[src/logic/ccv_pkg.sv]
/*
 Shared constants of the capture/compare value register block:
 register offsets, field positions, reset values and bus state codes.
 Assumes a 12-bit APB byte address and 32-bit APB data.
*/
package ccv_pkg;

    // Bus and data widths
    localparam int ADDR_W    = 12;
    localparam int DATA_W    = 32;
    localparam int VAL_W     = 16;
    localparam int STRB_W    = DATA_W / 8;
    localparam int VSTRB_W   = VAL_W / 8;

    // Register byte offsets
    localparam logic [ADDR_W-1:0] OFF_CH0  = 12'h034;
    localparam logic [ADDR_W-1:0] OFF_CH1  = 12'h038;
    localparam logic [ADDR_W-1:0] OFF_MODE = 12'h080;
    localparam logic [ADDR_W-1:0] OFF_CFG  = 12'h0FC;

    // Reset values
    localparam logic [VAL_W-1:0]  RST_VAL  = 16'h0000;
    localparam logic [VAL_W-1:0]  RST_CFG  = 16'h0000;
    localparam logic [VAL_W-1:0]  RST_MODE = 16'h0000;
    localparam logic [DATA_W-1:0] RD_ZERO  = 32'h00000000;
    localparam logic [VAL_W-1:0]  HI_ZERO  = 16'h0000;

    // Field positions
    localparam int CFG_FILT_BIT = 1;
    localparam int MODE_IN0_BIT = 0;
    localparam int MODE_SH0_BIT = 1;
    localparam int MODE_IN1_BIT = 8;
    localparam int MODE_SH1_BIT = 9;

    // Strobe pattern of a low half-word access
    localparam logic [STRB_W-1:0] STRB_HALF = 4'h3;

    // Bus slave states
    typedef enum logic [2:0] {
        ST_IDLE = 3'b001,
        ST_WAIT = 3'b010,
        ST_DONE = 3'b100
    } ccv_bus_state_t;

endpackage

[src/logic/ccv_chan.sv]
/*
 One capture/compare channel value: captured or written value plus active compare copy.
 Assumes capture, update and counter come from logic on the same clock.
*/
`timescale 1ns/10ps
module ccv_chan #(
    parameter int W = 16
) (
    // Clock and reset
    input  wire logic         pclk,
    input  wire logic         presetn,
    // Configuration
    input  wire logic         input_mode,
    input  wire logic         shadow_en,
    input  wire logic         filter_en,
    // Software write
    input  wire logic         wr_en,
    input  wire logic [W-1:0] wr_data,
    // Timer events
    input  wire logic [W-1:0] counter,
    input  wire logic         capture,
    input  wire logic         update,
    // Values
    output logic      [W-1:0] value_r,
    output logic      [W-1:0] active_r
);
    import ccv_pkg::*;

    logic wr_take;

    // Write accepted in output mode unless same-value filter drops it
    assign wr_take = wr_en && !input_mode && !(filter_en && (wr_data == value_r));

    // Visible value
    always_ff @(posedge pclk or negedge presetn) begin
        if (!presetn) begin
            value_r <= RST_VAL;
        end else if (input_mode) begin
            if (capture) begin
                value_r <= counter;
            end
        end else if (wr_take) begin
            value_r <= wr_data;
        end
    end

    // Active compare copy
    always_ff @(posedge pclk or negedge presetn) begin
        if (!presetn) begin
            active_r <= RST_VAL;
        end else if (!input_mode) begin
            if (shadow_en) begin
                if (update) begin
                    active_r <= value_r;
                end
            end else if (wr_take) begin
                active_r <= wr_data;
            end
        end
    end

endmodule

[src/logic/ccv_lane_merge.sv]
/*
 Byte-lane merge of bus write data into a register's old contents.
 Assumes strobes already qualified by the caller.
*/
`timescale 1ns/10ps
module ccv_lane_merge #(
    parameter int W = 16
) (
    // Data
    input  wire logic [W-1:0]   old_val,
    input  wire logic [W-1:0]   new_val,
    // Lane enables
    input  wire logic [W/8-1:0] lane_en,
    // Result
    output logic      [W-1:0]   merged
);

    genvar g;
    generate
        for (g = 0; g < W / 8; g++) begin : g_lane
            assign merged[g*8 +: 8] = lane_en[g] ? new_val[g*8 +: 8] : old_val[g*8 +: 8];
        end
    endgenerate

endmodule

[src/logic/ccv_top.sv]
/*
 Capture/compare value registers of a timer with an APB slave port.
 Holds two channel value registers, the same-value write filter and a
 channel mode register. Assumes counter, capture and update come from
 timer logic on pclk; APB master follows the usual setup/access phases.
*/
// The implementer's own choice: the APB interface to the registers.
// Operation
// - Channel 0 in input mode reads the counter caught at the last capture and is read-only.
// - Channel 0 in output mode holds the value compared against the counter.
// - With the shadow copy on, the written value reaches the active compare only at update.
// - Channel 1 in input mode reads the counter caught at the last capture and refuses writes.
// - Channel 1 in output mode supplies the value compared against the counter.
// - With the filter bit at position 1 set, a write equal to the current value is ignored.
// - The filter bit is read and written by software, which alone changes it.
// - The channel value registers accept half-word and word accesses.
// - Both channel values and the configuration register reset to zero.
`timescale 1ns/10ps
module ccv_top (
    // Clock and reset
    input  wire logic                          pclk,
    input  wire logic                          presetn,
    // APB slave
    input  wire logic                          psel,
    input  wire logic                          penable,
    input  wire logic                          pwrite,
    input  wire logic [ccv_pkg::ADDR_W-1:0]    paddr,
    input  wire logic [ccv_pkg::DATA_W-1:0]    pwdata,
    input  wire logic [ccv_pkg::STRB_W-1:0]    pstrb,
    output logic      [ccv_pkg::DATA_W-1:0]    prdata,
    output logic                               pready,
    output logic                               pslverr,
    // Timer side
    input  wire logic [ccv_pkg::VAL_W-1:0]     counter_value,
    input  wire logic [1:0]                    capture_event,
    input  wire logic                          update_event,
    // Compare values and modes
    output logic      [ccv_pkg::VAL_W-1:0]     compare_value0,
    output logic      [ccv_pkg::VAL_W-1:0]     compare_value1,
    output logic      [1:0]                    chan_input_mode
);
    import ccv_pkg::*;

    ccv_bus_state_t    state_r;
    ccv_bus_state_t    state_nxt;
    logic              pready_r;
    logic              pslverr_r;
    logic [DATA_W-1:0] prdata_r;
    logic [VAL_W-1:0]  mode_r;
    logic              filt_r;
    logic [VAL_W-1:0]  chan0_value;
    logic [VAL_W-1:0]  chan1_value;
    logic [VAL_W-1:0]  chan0_active;
    logic [VAL_W-1:0]  chan1_active;
    logic              sel_ch0;
    logic              sel_ch1;
    logic              sel_cfg;
    logic              sel_mode;
    logic              addr_ok;
    logic              access_go;
    logic              wr_commit;
    logic [VAL_W-1:0]  old_sel;
    logic [VAL_W-1:0]  merged;
    logic [VAL_W-1:0]  cfg_view;
    logic [DATA_W-1:0] rd_mux;

    // Address decode on aligned words
    assign sel_ch0  = (paddr[ADDR_W-1:2] == OFF_CH0[ADDR_W-1:2]);
    assign sel_ch1  = (paddr[ADDR_W-1:2] == OFF_CH1[ADDR_W-1:2]);
    assign sel_cfg  = (paddr[ADDR_W-1:2] == OFF_CFG[ADDR_W-1:2]);
    assign sel_mode = (paddr[ADDR_W-1:2] == OFF_MODE[ADDR_W-1:2]);
    assign addr_ok  = (sel_ch0 || sel_ch1 || sel_cfg || sel_mode) && (paddr[1:0] == 2'h0);

    // Bus handshake
    assign access_go = psel && penable && (state_r == ST_WAIT);
    assign wr_commit = psel && penable && pready_r && pwrite && !pslverr_r;

    always_comb begin
        state_nxt = state_r;
        case (state_r)
            ST_IDLE: begin
                if (psel && !penable) begin
                    state_nxt = ST_WAIT;
                end
            end
            ST_WAIT: begin
                if (psel && penable) begin
                    state_nxt = ST_DONE;
                end else if (!psel) begin
                    state_nxt = ST_IDLE;
                end
            end
            ST_DONE: begin
                if (psel && !penable) begin
                    state_nxt = ST_WAIT;
                end else begin
                    state_nxt = ST_IDLE;
                end
            end
            default: begin
                state_nxt = ST_IDLE;
            end
        endcase
    end

    always_ff @(posedge pclk or negedge presetn) begin
        if (!presetn) begin
            state_r <= ST_IDLE;
        end else begin
            state_r <= state_nxt;
        end
    end

    always_ff @(posedge pclk or negedge presetn) begin
        if (!presetn) begin
            pready_r  <= 1'b0;
            pslverr_r <= 1'b0;
        end else begin
            pready_r  <= access_go;
            pslverr_r <= access_go && !addr_ok;
        end
    end

    // Read data
    assign cfg_view = {{(VAL_W-CFG_FILT_BIT-1){1'b0}}, filt_r, {CFG_FILT_BIT{1'b0}}};

    always_comb begin
        rd_mux = RD_ZERO;
        if (sel_ch0) begin
            rd_mux = {HI_ZERO, chan0_value};
        end else if (sel_ch1) begin
            rd_mux = {HI_ZERO, chan1_value};
        end else if (sel_cfg) begin
            rd_mux = {HI_ZERO, cfg_view};
        end else if (sel_mode) begin
            rd_mux = {HI_ZERO, mode_r};
        end
    end

    always_ff @(posedge pclk or negedge presetn) begin
        if (!presetn) begin
            prdata_r <= RD_ZERO;
        end else if (access_go && !pwrite && addr_ok) begin
            prdata_r <= rd_mux;
        end else if (access_go) begin
            prdata_r <= RD_ZERO;
        end
    end

    // Write data merge, upper half-word reserved
    always_comb begin
        old_sel = RST_VAL;
        if (sel_ch0) begin
            old_sel = chan0_value;
        end else if (sel_ch1) begin
            old_sel = chan1_value;
        end else if (sel_cfg) begin
            old_sel = cfg_view;
        end else if (sel_mode) begin
            old_sel = mode_r;
        end
    end

    ccv_lane_merge #(
        .W       (VAL_W)
    ) u_merge (
        .old_val (old_sel),
        .new_val (pwdata[VAL_W-1:0]),
        .lane_en (pstrb[VSTRB_W-1:0]),
        .merged  (merged)
    );

    // Configuration and mode registers
    always_ff @(posedge pclk or negedge presetn) begin
        if (!presetn) begin
            filt_r <= RST_CFG[CFG_FILT_BIT];
        end else if (wr_commit && sel_cfg) begin
            filt_r <= merged[CFG_FILT_BIT];
        end
    end

    always_ff @(posedge pclk or negedge presetn) begin
        if (!presetn) begin
            mode_r <= RST_MODE;
        end else if (wr_commit && sel_mode) begin
            mode_r <= merged;
        end
    end

    // Channels
    ccv_chan #(
        .W          (VAL_W)
    ) u_chan0 (
        .pclk       (pclk),
        .presetn    (presetn),
        .input_mode (mode_r[MODE_IN0_BIT]),
        .shadow_en  (mode_r[MODE_SH0_BIT]),
        .filter_en  (filt_r),
        .wr_en      (wr_commit && sel_ch0),
        .wr_data    (merged),
        .counter    (counter_value),
        .capture    (capture_event[0]),
        .update     (update_event),
        .value_r    (chan0_value),
        .active_r   (chan0_active)
    );

    ccv_chan #(
        .W          (VAL_W)
    ) u_chan1 (
        .pclk       (pclk),
        .presetn    (presetn),
        .input_mode (mode_r[MODE_IN1_BIT]),
        .shadow_en  (mode_r[MODE_SH1_BIT]),
        .filter_en  (filt_r),
        .wr_en      (wr_commit && sel_ch1),
        .wr_data    (merged),
        .counter    (counter_value),
        .capture    (capture_event[1]),
        .update     (update_event),
        .value_r    (chan1_value),
        .active_r   (chan1_active)
    );

    // Outputs
    assign prdata          = prdata_r;
    assign pready          = pready_r;
    assign pslverr         = pslverr_r;
    assign compare_value0  = chan0_active;
    assign compare_value1  = chan1_active;
    assign chan_input_mode = {mode_r[MODE_IN1_BIT], mode_r[MODE_IN0_BIT]};
endmodule
[config.mk]
export PLATFORM = sky130hd
export DESIGN_NAME = ccv_top
export DESIGN_NICKNAME = d
export VERILOG_FILES = /design/src/logic/ccv_pkg.sv /design/src/logic/ccv_chan.sv /design/src/logic/ccv_lane_merge.sv /design/src/logic/ccv_top.sv
export SDC_FILE = /design/constraint.sdc
export NUM_CORES = 1
export LEC_CHECK = 0
export ABC_AREA = 1
export BUFFER_PORTS_ARGS = -buffer_cell sky130_fd_sc_hd__buf_2
export CAP_MARGIN = 10
export CORE_UTILIZATION = 40
export CTS_CLUSTER_SIZE = 25
export DETAILED_ROUTE_END_ITERATION = 8
export SYNTH_ARGS = -nofsm -noshare
export SYNTH_HDL_FRONTEND = slang
export SYNTH_SLANG_ARGS = --single-unit
export TNS_END_PERCENT = 30
[constraint.sdc]
create_clock -name pclk -period 2.18 [get_ports pclk]
set_input_delay 0.109 -clock pclk [delete_from_list [all_inputs] [get_ports pclk]]
set_output_delay 0.109 -clock pclk [all_outputs]
set_load 0.005 [all_outputs]
==> impl_metrics.ini <==
[final_layout]
syn2layout_area_growth_pct = 30.2
fillers = 1522
register_area_um2 = 2550
layout_commonest_cell = nand2_1
drive_above_1_share_pct = 31.0
antenna_cells = 0
layout_common_cells = nand2_1 (264), buf_4 (111), o21ai_0 (109)
num-nets-final = 1153
multiInputGateArea_um2 = 3320
final_cells = 1297

[outcome]
status = complete, no violations

[synthesis]
synthCells = 885
netlist-cell-type-count = 32
ys_warn_count = 0
syn-cell-area_um2 = 6380
ys_ff_latch = 102
ys_seq_area_share_pct = 40.0
avgSynthCellArea_um2 = 7.21

[pwr]
power_w = 0.00422
ir_worst_vdd_v = 0.000412
p_per_area_nw_per_um2 = 508
p_leak_nw = 4.10

[place]
numPortBuffers = 105
dp_hpwl_um = 15000
dp.cells = 1274
globalplace.congestion = 0.901

[timing]
setup-violations-final = 0
maxSlewViolCount = 0
rsz0062_at_grt = true
fin_skew_ns = 0.0177
holdWs_ns = 0.0577
period_minus_slack_ns = 2.05
clock.fmax_mhz = 488
hold_viol_final = 0
final.period_utilization_pct = 94.0
tightest_slew_ns = 0.635
maxSlewHeadroom_pct = 57.6

[min_path]
min_path_type = in -> reg

[critical_path]
cp_slowest_cell = dfrtp_1
cp-start-kind = flop
cp_data_required_time_ns = 2.43
critPathArrivalTime_ns = 2.30
end_kind = flop
path_max_fanout = 12
cpPeakStageDelay_ns = 0.41
path_cells = nand3_1, nand3_2, nand3_2, nand2_4, buf_4, nand2_1, nand2_1, nor2_1, nand2_1, nor2_2, nand3_1, nand2_2, nand2_4, buf_12, nand3_1, nand2_1
worstSetupPathType = reg -> reg
crit_top_cell = nand2_1

[detailed_routing]
finalWirelength_um = 19500
drc_errors = 0
num_vias = 6280
drtPass1Iterations = 5
routed_via_density = 4.84
antenna_left = 0
wire_per_inst_um = 15.0
drt-initial-drc-count = 474

[cts]
cts_sinks = 102
cts_tree = done
cts_buffers = 9
path_clk_slew_ns = 0.07
clockBufferDepth = 2
clock-root-buffer = clkbuf_16
insertion_delay_ns = 0.36
cts_htree_levels = 3

[grt]
grt_pass1_vias = 5709
overflow = 0
grt_max_degree = 47
track_usage_pct = 24.8
grt_first_pass_wirelength_um = 31100
antenna_found_initial = 0

[floorplan]
initial_utilization_pct = 41.5
dieArea_um2 = 16500
die_h_um = 128
design.portCount = 140
core_area_um2 = 15400
num_rows = 45
die_w_um = 128

[flow_run]
maxCapViolCount = 0
report_power, final:
group          internal (W)  switching (W)
combinational      0.000195       0.000316
clock               0.00101       0.000748
sequential          0.00192      0.0000288
total               0.00313        0.00109
what timing repair did:
item / in CTS / in global routing
resized for setup: 0 / 15
setup endpoints to repair: 0 / 64
endpoints found under the hold margin: 44 / 0
setup buffers: 0 / 5
hold buffers: 2 / 0
critical path: cells and delay by family (launching register included):
family / cells / cell delay, ns
buffers and inverters: 2 / 0.31
DFF: 1 / 0.41
and+or+nand+nor: 14 / 1.22
layer usage:
| layer | vias to the layer above | routed length, um | global-route usage (%) |
|---|---|---|---|
| li1 | 3249 | - | - |
| met1 | 2760 | 10100 | 38.9 |
| met2 | 246 | 7840 | 35.1 |
| met3 | 25 | 1190 | 2.88 |
| met4 | 0 | 357 | 7.68 |
| met5 | - | 0 | 0 |
kinds of logic after synthesis:
kind of cell    after synthesis  share of synthesized area, %
compound gates              148                          11.7
flops                       102                          40.0
other cells                   1                        0.0588
buf+inv                     131                          10.0
mux                           2                         0.353
simple gates                495                          36.9
xor+xnor                      6                          1.06
through the flow:
| step | setup slack (ns) | util (%) | TNS [ns] | instance area, um^2 |
|---|---|---|---|---|
| after floorplan | 0.210 | - | 0 | 6440 |
| after global placement | -0.207 | 51.2 | -10.36 | 7860 |
| after detailed placement | -0.252 | 51.2 | -12.30 | 7860 |
| after CTS | 0.116 | 53.3 | 0 | 8200 |
| after global routing | -0.00910 | 54.1 | -0.0186 | 8310 |
| final | 0.132 | 54.1 | 0 | 8310 |
worst paths after layout:
path                                            startpoint  slack [ns]  cells past startpoint                                to
setup / recovery                     mode_r[7]$_DFFE_PN0P_        0.13                     16  u_chan1.active_r[10]$_DFFE_PN0P_
hold / removal                                        psel        0.06                      2            state_r[1]$_DFFE_PN0P_
setup reg to reg                     mode_r[7]$_DFFE_PN0P_        0.13                     16  u_chan1.active_r[10]$_DFFE_PN0P_
hold reg to reg            u_chan0.active_r[7]$_DFFE_PN0P_        0.48                      2   u_chan0.active_r[7]$_DFFE_PN0P_
max in group asynchronous                          presetn        1.10                      3  u_chan1.active_r[13]$_DFFE_PN0P_
min in group asynchronous                          presetn        0.33                      2   u_chan1.active_r[1]$_DFFE_PN0P_
cell usage after synthesis:
cell type    n  share of area, %
clkinv_1     2              0.12
a21oi_1      5              0.39
buf_2       10              0.78
nor3_1       5              0.39
a311oi_1     1              0.14
nand4_1      1             0.098
nand3_1    113               8.9
buf_4       21               2.5
nand2_1    264                16
nor2_1      32               1.9
or2_2        1             0.098
nand2_4      7               1.2
buf_6        3              0.53
o21ai_1     33               2.6
nand3_2     22               3.5
dfrtp_1    101                40
o21ai_0    109               8.5
conb_1       1             0.059
mux2_2       2              0.35
dfstp_2      1              0.41
clkbuf_1    19               1.1
nor3b_1      1              0.12
inv_1       65               3.8
xor2_1       4              0.55
nor4_1       2              0.20
nand2_2     38               3.7
nor2_2       4              0.39
buf_1        3              0.18
buf_12       2              0.63
xor2_2       2              0.51
inv_2        6              0.35
nor2_4       5              0.88
final cells by class:
cell class | instances | share of cell area, %
Timing Repair Buffer | 228 | 19.1
Clock buffer | 11 | 2.80
Tap cell | 211 | 3.18
Clock inverter | 5 | 1.01
Sequential cell | 102 | 30.7
Multi-Input combinational cell | 667 | 39.9
Inverter | 73 | 3.30
flip-flops by register name (all words and copies together), names as in the netlist:
name and cells:
prdata 16, u_chan0.active_r 16, u_chan0.value_r 16, mode_r 16, state_r 3, u_chan1.value_r 16, u_chan1.active_r 16, filt_r 1
pslverr 1, pready 1
(Power assumes the default switching activity.)
